===== src/core/bss_pkg.sv =====
/*
 * Constants, register map and state codes of the boot and status signalling block.
 * Assumes a single 50 MHz system clock; all times are turned into cycle counts here.
 */
package bss_pkg;

    // ------------------------------------------------------------------
    // Clock and time conversion
    // ------------------------------------------------------------------
    localparam int unsigned CLK_PERIOD_NS = 20;

    // Least times round up, never below one cycle
    function automatic int unsigned bss_cycles_ceil(input int unsigned ns);
        int unsigned c;
        c = (ns + CLK_PERIOD_NS - 1) / CLK_PERIOD_NS;
        return (c < 1) ? 1 : c;
    endfunction : bss_cycles_ceil

    // Longest times round down, never below one cycle
    function automatic int unsigned bss_cycles_floor(input int unsigned ns);
        int unsigned c;
        c = ns / CLK_PERIOD_NS;
        return (c < 1) ? 1 : c;
    endfunction : bss_cycles_floor

    // ------------------------------------------------------------------
    // Timing
    // ------------------------------------------------------------------
    localparam int unsigned INIT_TIME_NS      = 100_000;
    localparam int unsigned INIT_CYCLES_DEF   = bss_cycles_ceil(INIT_TIME_NS);
    localparam int unsigned ALIVE_HALF_NS     = 500_000_000;
    localparam int unsigned ALIVE_HALF_DEF    = bss_cycles_floor(ALIVE_HALF_NS);
    localparam int unsigned AUX_PULSE_NS      = 200;
    localparam logic [3:0]  AUX_PULSE_LEN     = 4'(bss_cycles_ceil(AUX_PULSE_NS));
    localparam int unsigned LOOP_TIMEOUT_NS   = 1_000;
    localparam logic [7:0]  LOOP_LAST         = 8'(bss_cycles_floor(LOOP_TIMEOUT_NS) - 1);
    localparam logic [1:0]  SYNC_FILL         = 2'h2;
    localparam int unsigned CNT_W             = 26;

    // ------------------------------------------------------------------
    // Register map
    // ------------------------------------------------------------------
    localparam logic [7:0]  REG_CTRL     = 8'h00;
    localparam logic [7:0]  REG_STATE    = 8'h04;
    localparam logic [7:0]  REG_PULSE    = 8'h08;
    localparam logic [7:0]  REG_IRQ_STAT = 8'h0C;
    localparam logic [7:0]  REG_IRQ_MASK = 8'h10;

    localparam int unsigned CTRL_SPLIT   = 0;
    localparam int unsigned CTRL_HALT    = 1;
    localparam int unsigned CTRL_FHOLD   = 2;
    localparam int unsigned CTRL_FFORCE  = 3;
    localparam logic [3:0]  CTRL_RESET   = 4'h1;

    localparam int unsigned ST_BOOTLOAD  = 0;
    localparam int unsigned ST_INITDONE  = 1;
    localparam int unsigned ST_OPER      = 2;
    localparam int unsigned ST_FAULT     = 3;
    localparam int unsigned ST_STRAP     = 4;
    localparam int unsigned ST_WAIT      = 5;

    localparam int unsigned IRQ_SEQ      = 0;
    localparam int unsigned IRQ_LOOP     = 2;
    localparam int unsigned IRQ_INIT     = 4;
    localparam logic [4:0]  MASK_RESET   = 5'h00;

    // ------------------------------------------------------------------
    // Sequence states
    // ------------------------------------------------------------------
    typedef enum logic [3:0] {
        PH_SAMPLE = 4'b0001,
        PH_INIT   = 4'b0010,
        PH_RUN    = 4'b0100,
        PH_BOOT   = 4'b1000
    } bss_phase_t;

endpackage : bss_pkg


===== src/core/bss_boot_status.sv =====
/*
 * Boot and status signalling block: boot strap capture, start-up sequence,
 * USB buffer enable, fault and liveness pins, sequencer loopback and a small
 * register port with interrupt.
 * Offsets: 0x00 control, 0x04 state,
 * 0x08 pulse, 0x0C status, 0x10 mask.
 * Status is sticky, cleared by writing ones.
 * Reads answer one cycle after the strobe.
 * Fault: lost loop pulse or forced by software,
 * held or blinking on the liveness timebase.
 * Aux pulses are refused until running.
 * Assumes pins arrive asynchronously, the strap settles before reset release
 * and the board ties each sequencer aux output to its interrupt input.
 */
// Design decisions made here: the address map and the address-and-strobe port.
// Operation
// - Strap low at start-up selects bootload mode
// - Strap high at start-up selects normal mode
// - USB buffer enabled only after initialization
// - Fault shown by toggling or holding high
// - Liveness pin toggles about once per half second
// - Aux output A returns on irq input A
// - Aux output B returns on irq input B
// - Split configuration output high after reset
`timescale 1ns/1ps

module bss_boot_status #(
    parameter int unsigned INIT_CYCLES = bss_pkg::INIT_CYCLES_DEF,
    parameter int unsigned ALIVE_HALF  = bss_pkg::ALIVE_HALF_DEF
) (
    input  wire logic        clk,
    input  wire logic        rstn,
    input  wire logic        boot_select_n,
    input  wire logic        sequencer_irq_in_a,
    input  wire logic        sequencer_irq_in_b,
    output logic             usb_buffer_enable_n,
    output logic             fault_status,
    output logic             alive_toggle,
    output logic             sequencer_aux_out_a,
    output logic             sequencer_aux_out_b,
    output logic             split_config_out,
    output logic             bootload_mode,
    input  wire logic [7:0]  regAddr,
    input  wire logic [31:0] regWdata,
    input  wire logic        regWr,
    input  wire logic        regRd,
    output logic [31:0]      regRdata,
    output logic             irq
);

    // ------------------------------------------------------------------
    // Derived limits
    // ------------------------------------------------------------------
    localparam logic [bss_pkg::CNT_W-1:0] INIT_LAST  = bss_pkg::CNT_W'(INIT_CYCLES - 1);
    localparam logic [bss_pkg::CNT_W-1:0] ALIVE_LAST = bss_pkg::CNT_W'(ALIVE_HALF - 1);
    // Counters reach one short of the count; init holds there, liveness wraps

    // ------------------------------------------------------------------
    // State
    // ------------------------------------------------------------------
    typedef struct packed {
        // Start-up sequence
        bss_pkg::bss_phase_t           phase;

        // Pin synchronisers
        logic                          bootSync1;
        logic                          bootSync2;
        logic [1:0]                    seqSync1;
        logic [1:0]                    seqSync2;
        logic [1:0]                    seqPrev;

        // Strap capture
        logic [1:0]                    syncCnt;
        logic                          strapLevel;
        logic                          bootload;

        // Timebases
        logic [bss_pkg::CNT_W-1:0]     initCnt;
        logic [bss_pkg::CNT_W-1:0]     aliveCnt;

        // Pin levels
        logic                          alive;
        logic                          fault;
        logic                          usbEnN;

        // Software registers
        logic [3:0]                    ctrl;
        logic [4:0]                    irqStat;
        logic [4:0]                    irqMask;

        // Loopback channels
        logic [1:0][3:0]               pulseCnt;
        logic [1:0]                    auxOut;
        logic [1:0]                    loopWait;
        logic [1:0][7:0]               loopCnt;

        // Bus answer and interrupt
        logic [31:0]                   rdata;
        logic                          irqOut;
    } bss_regs_t;

    // Split configuration starts high and the USB buffer starts disabled
    // Phase starts in PH_SAMPLE; all other state clears
    localparam bss_regs_t RESET_VAL = '{
        phase:   bss_pkg::PH_SAMPLE,
        ctrl:    bss_pkg::CTRL_RESET,
        usbEnN:  1'b1,
        irqMask: bss_pkg::MASK_RESET,
        default: '0
    };

    bss_regs_t r_ff;
    bss_regs_t nxt_r;

    // Start-up after reset release:
    //   edges 1-2: synchroniser fills
    //   edge 3: strap taken once
    //   init end: buffer opens
    // Pulse, from write edge c0:
    //   c1: aux high, wait starts
    //   c4: return edge seen
    //   c11: aux low again
    // A late return is a loop fault.

    // ------------------------------------------------------------------
    // Next-state logic
    // ------------------------------------------------------------------
    always_comb begin
        // Helpers cleared first, no latches
        logic [1:0] seqRise;
        logic [4:0] evt;
        logic [4:0] clr;
        logic       running;
        logic       oper;
        logic       faultOn;
        logic       aliveWrap;

        seqRise   = '0;
        evt       = '0;
        clr       = '0;
        running   = 1'b0;
        oper      = 1'b0;
        faultOn   = 1'b0;
        aliveWrap = 1'b0;
        nxt_r     = r_ff;

        // Two-stage synchronisers; only the second stage feeds logic
        nxt_r.bootSync1 = boot_select_n;
        nxt_r.bootSync2 = r_ff.bootSync1;
        nxt_r.seqSync1  = {sequencer_irq_in_b, sequencer_irq_in_a};
        nxt_r.seqSync2  = r_ff.seqSync1;
        nxt_r.seqPrev   = r_ff.seqSync2;
        seqRise         = r_ff.seqSync2 & ~r_ff.seqPrev;

        // Start-up sequence
        unique case (r_ff.phase)
            bss_pkg::PH_SAMPLE: begin
                // Wait until the synchroniser holds the settled strap, then take it once
                if (r_ff.syncCnt == bss_pkg::SYNC_FILL) begin
                    nxt_r.strapLevel = r_ff.bootSync2;
                    nxt_r.bootload   = ~r_ff.bootSync2;
                    nxt_r.initCnt    = '0;
                    nxt_r.phase      = bss_pkg::PH_INIT;
                end else begin
                    nxt_r.syncCnt = r_ff.syncCnt + 2'h1;
                end
            end
            bss_pkg::PH_INIT: begin
                // Buffer stays off until the whole initialization count has run
                if (r_ff.initCnt == INIT_LAST) begin
                    nxt_r.phase  = r_ff.bootload ? bss_pkg::PH_BOOT
                                                 : bss_pkg::PH_RUN;
                    nxt_r.usbEnN = 1'b0;
                    evt[bss_pkg::IRQ_INIT] = 1'b1;
                end else begin
                    nxt_r.initCnt = r_ff.initCnt + 1'b1;
                end
            end
            bss_pkg::PH_RUN: begin
                // Held until next reset
                nxt_r.phase = bss_pkg::PH_RUN;
            end
            bss_pkg::PH_BOOT: begin
                // Held until next reset
                nxt_r.phase = bss_pkg::PH_BOOT;
            end
        endcase

        // Bootload mode counts as running
        running = (r_ff.phase == bss_pkg::PH_RUN) || (r_ff.phase == bss_pkg::PH_BOOT);
        oper    = running && !r_ff.ctrl[bss_pkg::CTRL_HALT];

        // Free-running half-second timebase shared by liveness and fault blinking
        // Never stops, even while halted
        aliveWrap = (r_ff.aliveCnt == ALIVE_LAST);
        nxt_r.aliveCnt = aliveWrap ? '0 : r_ff.aliveCnt + 1'b1;

        // Liveness pin only moves while operational; a frozen pin marks a halt
        if (oper && aliveWrap) begin
            nxt_r.alive = ~r_ff.alive;
        end else begin
            nxt_r.alive = r_ff.alive;
        end

        // Sequencer loopback: drive a pulse out and expect it back on the irq input
        for (int i = 0; i < 2; i++) begin
            if (seqRise[i]) begin
                evt[bss_pkg::IRQ_SEQ + i] = 1'b1;
            end
            // Count down to zero
            if (r_ff.pulseCnt[i] != 4'h0) begin
                nxt_r.pulseCnt[i] = r_ff.pulseCnt[i] - 4'h1;
            end
            // Return edge ends the wait
            if (seqRise[i]) begin
                nxt_r.loopWait[i] = 1'b0;
            end else if (r_ff.loopWait[i]) begin
                // A pulse that never returns points at a broken board link
                if (r_ff.loopCnt[i] == bss_pkg::LOOP_LAST) begin
                    nxt_r.loopWait[i] = 1'b0;
                    evt[bss_pkg::IRQ_LOOP + i] = 1'b1;
                end else begin
                    nxt_r.loopCnt[i] = r_ff.loopCnt[i] + 8'h01;
                end
            end
        end

        // Register writes
        if (regWr) begin
            unique case (regAddr)
                // Acts next cycle
                bss_pkg::REG_CTRL: begin
                    nxt_r.ctrl = regWdata[3:0];
                end
                bss_pkg::REG_PULSE: begin
                    // Pulses start only once running and never overlap a pending one
                    for (int i = 0; i < 2; i++) begin
                        if (regWdata[i] && running && (r_ff.pulseCnt[i] == 4'h0) && !r_ff.loopWait[i]) begin
                            nxt_r.pulseCnt[i] = bss_pkg::AUX_PULSE_LEN;
                            nxt_r.loopWait[i] = 1'b1;
                            nxt_r.loopCnt[i]  = 8'h00;
                        end
                    end
                end
                // Ones clear, zeros keep
                bss_pkg::REG_IRQ_STAT: begin
                    clr = regWdata[4:0];
                end
                bss_pkg::REG_IRQ_MASK: begin
                    nxt_r.irqMask = regWdata[4:0];
                end
                // Others ignore writes
                default: begin
                    nxt_r.ctrl = r_ff.ctrl;
                end
            endcase
        end

        // Sticky status: a new event beats a clear landing in the same cycle
        nxt_r.irqStat = (r_ff.irqStat & ~clr) | evt;

        // Aux outputs follow the pulse counters
        // Pin rises right after the write
        for (int i = 0; i < 2; i++) begin
            nxt_r.auxOut[i] = (nxt_r.pulseCnt[i] != 4'h0);
        end

        // Fault: software force or a lost loopback pulse, shown per the chosen style
        // Hold style wins over blinking
        faultOn = r_ff.ctrl[bss_pkg::CTRL_FFORCE]
                | r_ff.irqStat[bss_pkg::IRQ_LOOP]
                | r_ff.irqStat[bss_pkg::IRQ_LOOP + 1];
        if (!faultOn) begin
            nxt_r.fault = 1'b0;
        end else if (r_ff.ctrl[bss_pkg::CTRL_FHOLD]) begin
            nxt_r.fault = 1'b1;
        end else if (aliveWrap) begin
            nxt_r.fault = ~r_ff.fault;
        end

        // Register reads: data appear one cycle later and only then
        nxt_r.rdata = 32'h0000_0000;
        if (regRd) begin
            unique case (regAddr)
                bss_pkg::REG_CTRL: begin
                    nxt_r.rdata[3:0] = r_ff.ctrl;
                end
                // Live levels, not latched
                bss_pkg::REG_STATE: begin
                    nxt_r.rdata[bss_pkg::ST_BOOTLOAD] = r_ff.bootload;
                    nxt_r.rdata[bss_pkg::ST_INITDONE] = running;
                    nxt_r.rdata[bss_pkg::ST_OPER]     = oper;
                    nxt_r.rdata[bss_pkg::ST_FAULT]    = faultOn;
                    nxt_r.rdata[bss_pkg::ST_STRAP]    = r_ff.strapLevel;
                    nxt_r.rdata[bss_pkg::ST_WAIT +: 2] = r_ff.loopWait;
                end
                bss_pkg::REG_IRQ_STAT: begin
                    nxt_r.rdata[4:0] = r_ff.irqStat;
                end
                bss_pkg::REG_IRQ_MASK: begin
                    nxt_r.rdata[4:0] = r_ff.irqMask;
                end
                // Others read zero
                default: begin
                    nxt_r.rdata = 32'h0000_0000;
                end
            endcase
        end

        // Level interrupt from the next status and mask, registered with them
        // Moves with its status bit
        nxt_r.irqOut = |(nxt_r.irqStat & nxt_r.irqMask);
    end

    // ------------------------------------------------------------------
    // State register
    // ------------------------------------------------------------------
    // Synchronous reset; the strap is caught later by the sample phase
    // Strap must hold until taken
    always_ff @(posedge clk) begin
        if (!rstn) begin
            r_ff <= RESET_VAL;
        end else begin
            r_ff <= nxt_r;
        end
    end

    // ------------------------------------------------------------------
    // Outputs, all straight from flip-flops
    // ------------------------------------------------------------------
    // Bus answer and irq lag one cycle
    assign usb_buffer_enable_n = r_ff.usbEnN;
    assign fault_status        = r_ff.fault;
    assign alive_toggle        = r_ff.alive;
    assign sequencer_aux_out_a = r_ff.auxOut[0];  // Board ties this to irq input A
    assign sequencer_aux_out_b = r_ff.auxOut[1];  // Board ties this to irq input B
    assign split_config_out    = r_ff.ctrl[bss_pkg::CTRL_SPLIT];
    assign bootload_mode       = r_ff.bootload;
    assign regRdata            = r_ff.rdata;
    assign irq                 = r_ff.irqOut;

endmodule : bss_boot_status


===== config.mk =====
export PLATFORM = sky130hd
export DESIGN_NAME = bss_boot_status
export DESIGN_NICKNAME = d
export VERILOG_FILES = /design/src/core/bss_pkg.sv /design/src/core/bss_boot_status.sv
export SDC_FILE = /design/constraint.sdc
export NUM_CORES = 1
export LEC_CHECK = 0
export CAP_MARGIN = 10
export CORE_MARGIN = 2
export CORE_UTILIZATION = 60
export CTS_BUF_LIST = sky130_fd_sc_hd__clkbuf_8
export CTS_CLUSTER_SIZE = 14
export DETAILED_ROUTE_END_ITERATION = 16
export DONT_BUFFER_PORTS = 1
export PLACE_DENSITY = 0.85
export SYNTH_ARGS = -nofsm -noshare
export SYNTH_HDL_FRONTEND = slang
export SYNTH_SLANG_ARGS = --single-unit

===== constraint.sdc =====
create_clock -name clk -period 3.9 [get_ports clk]
set_clock_uncertainty 0.15 [all_clocks]
set_input_delay 0.78 -clock clk [delete_from_list [all_inputs] [get_ports clk]]
set_output_delay 0.78 -clock clk [all_outputs]
set_load 0.01 [all_outputs]

==> results.cfg <==
[floorplan]
start_util = 0.617
die_area_sq_mm = 0.0103
boundaryPins = 87
rows = 35
core-area_sq_mm = 0.00924
die_w_microns = 102
die_h_microns = 102

[place]
place_ws_ns = 1.04
gp_congestion = 0.931
port_buffers = 0
dp_hpwl_mm = 8.46
placed_cell_area_sq_mm = 0.00563

[global_routing]
grt_util_all_layers = 0.250
grt_pass1_vias = 4640
antenna_found_initial = 0
grt_pass1_wl_mm = 20.5
grt.overflow.total = 0
grt_max_degree = 32

[timing]
tightest_slew_ns = 0.999
grt_setup_unrepaired = false
fin_crit_sh = 0.724
fmaxAchievable_mhz = 354
drv_slew = 0
fin_ws_ns = 1.08
max-slew-margin-rel = 0.333
hold_slack_ns = 0.280
fin_crit_ns = 2.82
tns_ns = 0
setup_viol = 0
finalHoldViolations = 0

[clock_tree]
cts_setup_buffers = 0
cts_hold_buf = 0
cts_buffer_depth = 2
htree_num_levels = 4
cts_made_buffers = 17
cts-resized-gates = 0
cts_tree = built
clock-sinks = 121
clockRootBuffer = clkbuf_8
cts.clk_slew.worst_paths_ns = 0.07
insertion_delay_ns = 0.42

[drt]
post_drt_wl_per_cell_microns = 15.5
drtIter0Drc = 274
drt_pass1_iterations = 5
wl_mm = 12.1
drt-vias-per-instance = 5.89
drc_errors = 0
vias = 4611
ant_nets = 0

[synth]
synthMuxAreaShare = 0.0237
synthTopCellsByArea = dfxtp_1 42%, xnor2_1 6.3%, nor2_1 6.3%, buf_4 4.3%, nand4_1 2.6%
synth_compound_area_frac = 0.101
synthSimpleGateAreaFrac = 0.276
syn_area_sq_mm = 0.00571
yosys.area.top_type_share = 0.425
synthArstFlopShare = 0
synth_warnings = 0
synth_cell_types = 63
synth_fa_ha_area_frac = 0.0197
synth_ff_type = dfxtp_1
synth_enable_flop_cells = 0
synth_top_area_cell = dfxtp_1
synth_top_family_by_area = simple AND/OR/NAND/NOR gates
synthCells = 652
yosysSeqAreaShare = 0.425
synth_seq_cells = 121
syn_avg_cell_area_sq_um = 8.75
synth_xor_area_frac = 0.0814

[final_layout]
finalInstanceArea_sq_mm = 0.00606
multiInputGateArea_sq_mm = 0.00296
syn2layout_area_growth_pct = 6.27
final_cell_mix = 121 x dfxtp_1, 95 x nor2_1, 41 x xnor2_1
final_common_cell = dfxtp_1
finalNetCount = 697
nFillCells = 714
diodes = 0
layout-drive-gt1-share = 0.0765
layout.area.seq_sq_mm = 0.00242

[power]
p_int_w = 0.00222
cellPowerDensity_mw_per_mm2 = 507
p_leak_nw = 2.09
comb_power_share = 0.154
peakVddDrop_mv = 0.321
p_clk_frac = 0.398
swShare = 0.279
switchingPower_w = 0.000857
pwr-share-seq = 0.449

[worst_setup_path]
reg2reg_setup_slack_ns = 1.08
arrival_ns = 3.00
r2r-start = r_ff[143]$_SDFFE_PN0P_
timing.rr.end = r_ff[144]$_SDFFE_PN0P_
rr_worst_depth = 5
cp_max_fo = 25
required_ns = 4.08
cp-startpoint = r_ff[143]$_SDFFE_PN0P_
startpoint_type = flop
cp-end-kind = flop
critical_path_class = flop to flop

[status]
outcome = finished clean

[flow_run]
maxCapViolCount = 0

[min_path]
hp-class = input port to flop
worstHoldStart = rstn
whs_path_depth = 1
worstHoldEndpoint = usb_buffer_enable_n$_SDFFE_PN1P_
[worst max-delay path: stages, from the launching register on]
cell and delay (ns):
dfxtp_1 0.47, nor4b_2 0.35, nand4_1 0.44, o21ai_2 0.86, o21ai_0 0.24, nor3_1 0.23
[power by group through the flow]
stage	combinational [W]	clock (W)	sequential [W]
global placement	0.000433	0	0.00140
global route	0.000532	0.00129	0.00139
CTS	0.000473	0.00123	0.00138
finish	0.000472	0.00122	0.00138
floorplan	0.000421	0	0.00138
detailed placement	0.000465	0	0.00141
[Yosys cell counts, drive strengths merged, types with 2 or more instances]
cell	number
and4	6
xor2	12
inv	23
nor2	95
a21boi	2
a21oi	29
mux2	4
nand3	16
o21ai	11
a211oi	7
nor4	15
dfxtp	121
xnor2	41
a22oi	3
nand2	35
nor3b	8
nor3	19
or4b	2
or3	8
o2111ai	3
or4	12
a222oi	3
and2	20
and3	10
a32o	2
o31ai	14
a31o	2
clkbuf	16
ha	9
nand3b	6
buf	38
o211ai	2
nand4	24
nor2b	3
nand2b	6
mux2i	9
nor4b	4
a21o	2
[kinds of logic after synthesis]
family	Yosys count
mux	13
compound gates	86
flops	121
other cells	1
simple gates	292
buf+inv	77
xor+xnor	53
fa+ha+maj	9
[flip-flops by register name (all words and copies together), names as in the netlist]
register             cells
alive_toggle             1
bootload_mode            1
fault_status             1
irq                      1
nxt_r                    5
r_ff                   101
regRdata                 7
sequencer_aux_out_a      1
sequencer_aux_out_b      1
split_config_out         1
usb_buffer_enable_n      1
[worst max-delay path by stage]
stage                                   endpoint  slack, ns  depth (start not counted)
after floorplan              r_ff[35]$_SDFF_PN0_       1.40                          5
after global placement       r_ff[40]$_SDFF_PN0_       1.07                          5
after detailed placement     r_ff[39]$_SDFF_PN0_       1.04                          5
after CTS                 r_ff[144]$_SDFFE_PN0P_       1.07                          5
after global routing      r_ff[144]$_SDFFE_PN0P_       0.70                          5
final                     r_ff[144]$_SDFFE_PN0P_       1.08                          5
[per-stage QoR]
stage               power (W)  instances  utilization
finish                0.00307        783        0.656
global route          0.00321        783        0.656
CTS                   0.00308        783        0.656
detailed placement    0.00187        751        0.609
global placement      0.00183        751        0.609
floorplan             0.00180        676            -
[per-layer routing]
layer / share of wire / wire (microns) / vias up / global-route usage
met5: 0 / 0 / - / 0
met4: 0.0089 / 108 / 0 / 0.0894
met3: 0.061 / 738 / 13 / 0.0801
met2: 0.51 / 6240 / 143 / 0.445
met1: 0.42 / 5040 / 2234 / 0.279
li1: - / - / 2221 / -
[area by class of cell]
| cell class | count | share of cell area |
|---|---|---|
| Inverter | 23 | 0.0142 |
| Clock buffer | 19 | 0.0431 |
| Tap cell | 129 | 0.0266 |
| Multi-Input combinational cell | 478 | 0.487 |
| Clock inverter | 13 | 0.0291 |
| Sequential cell | 121 | 0.400 |
No activity file was read; power rests on OpenSTA's default activity.
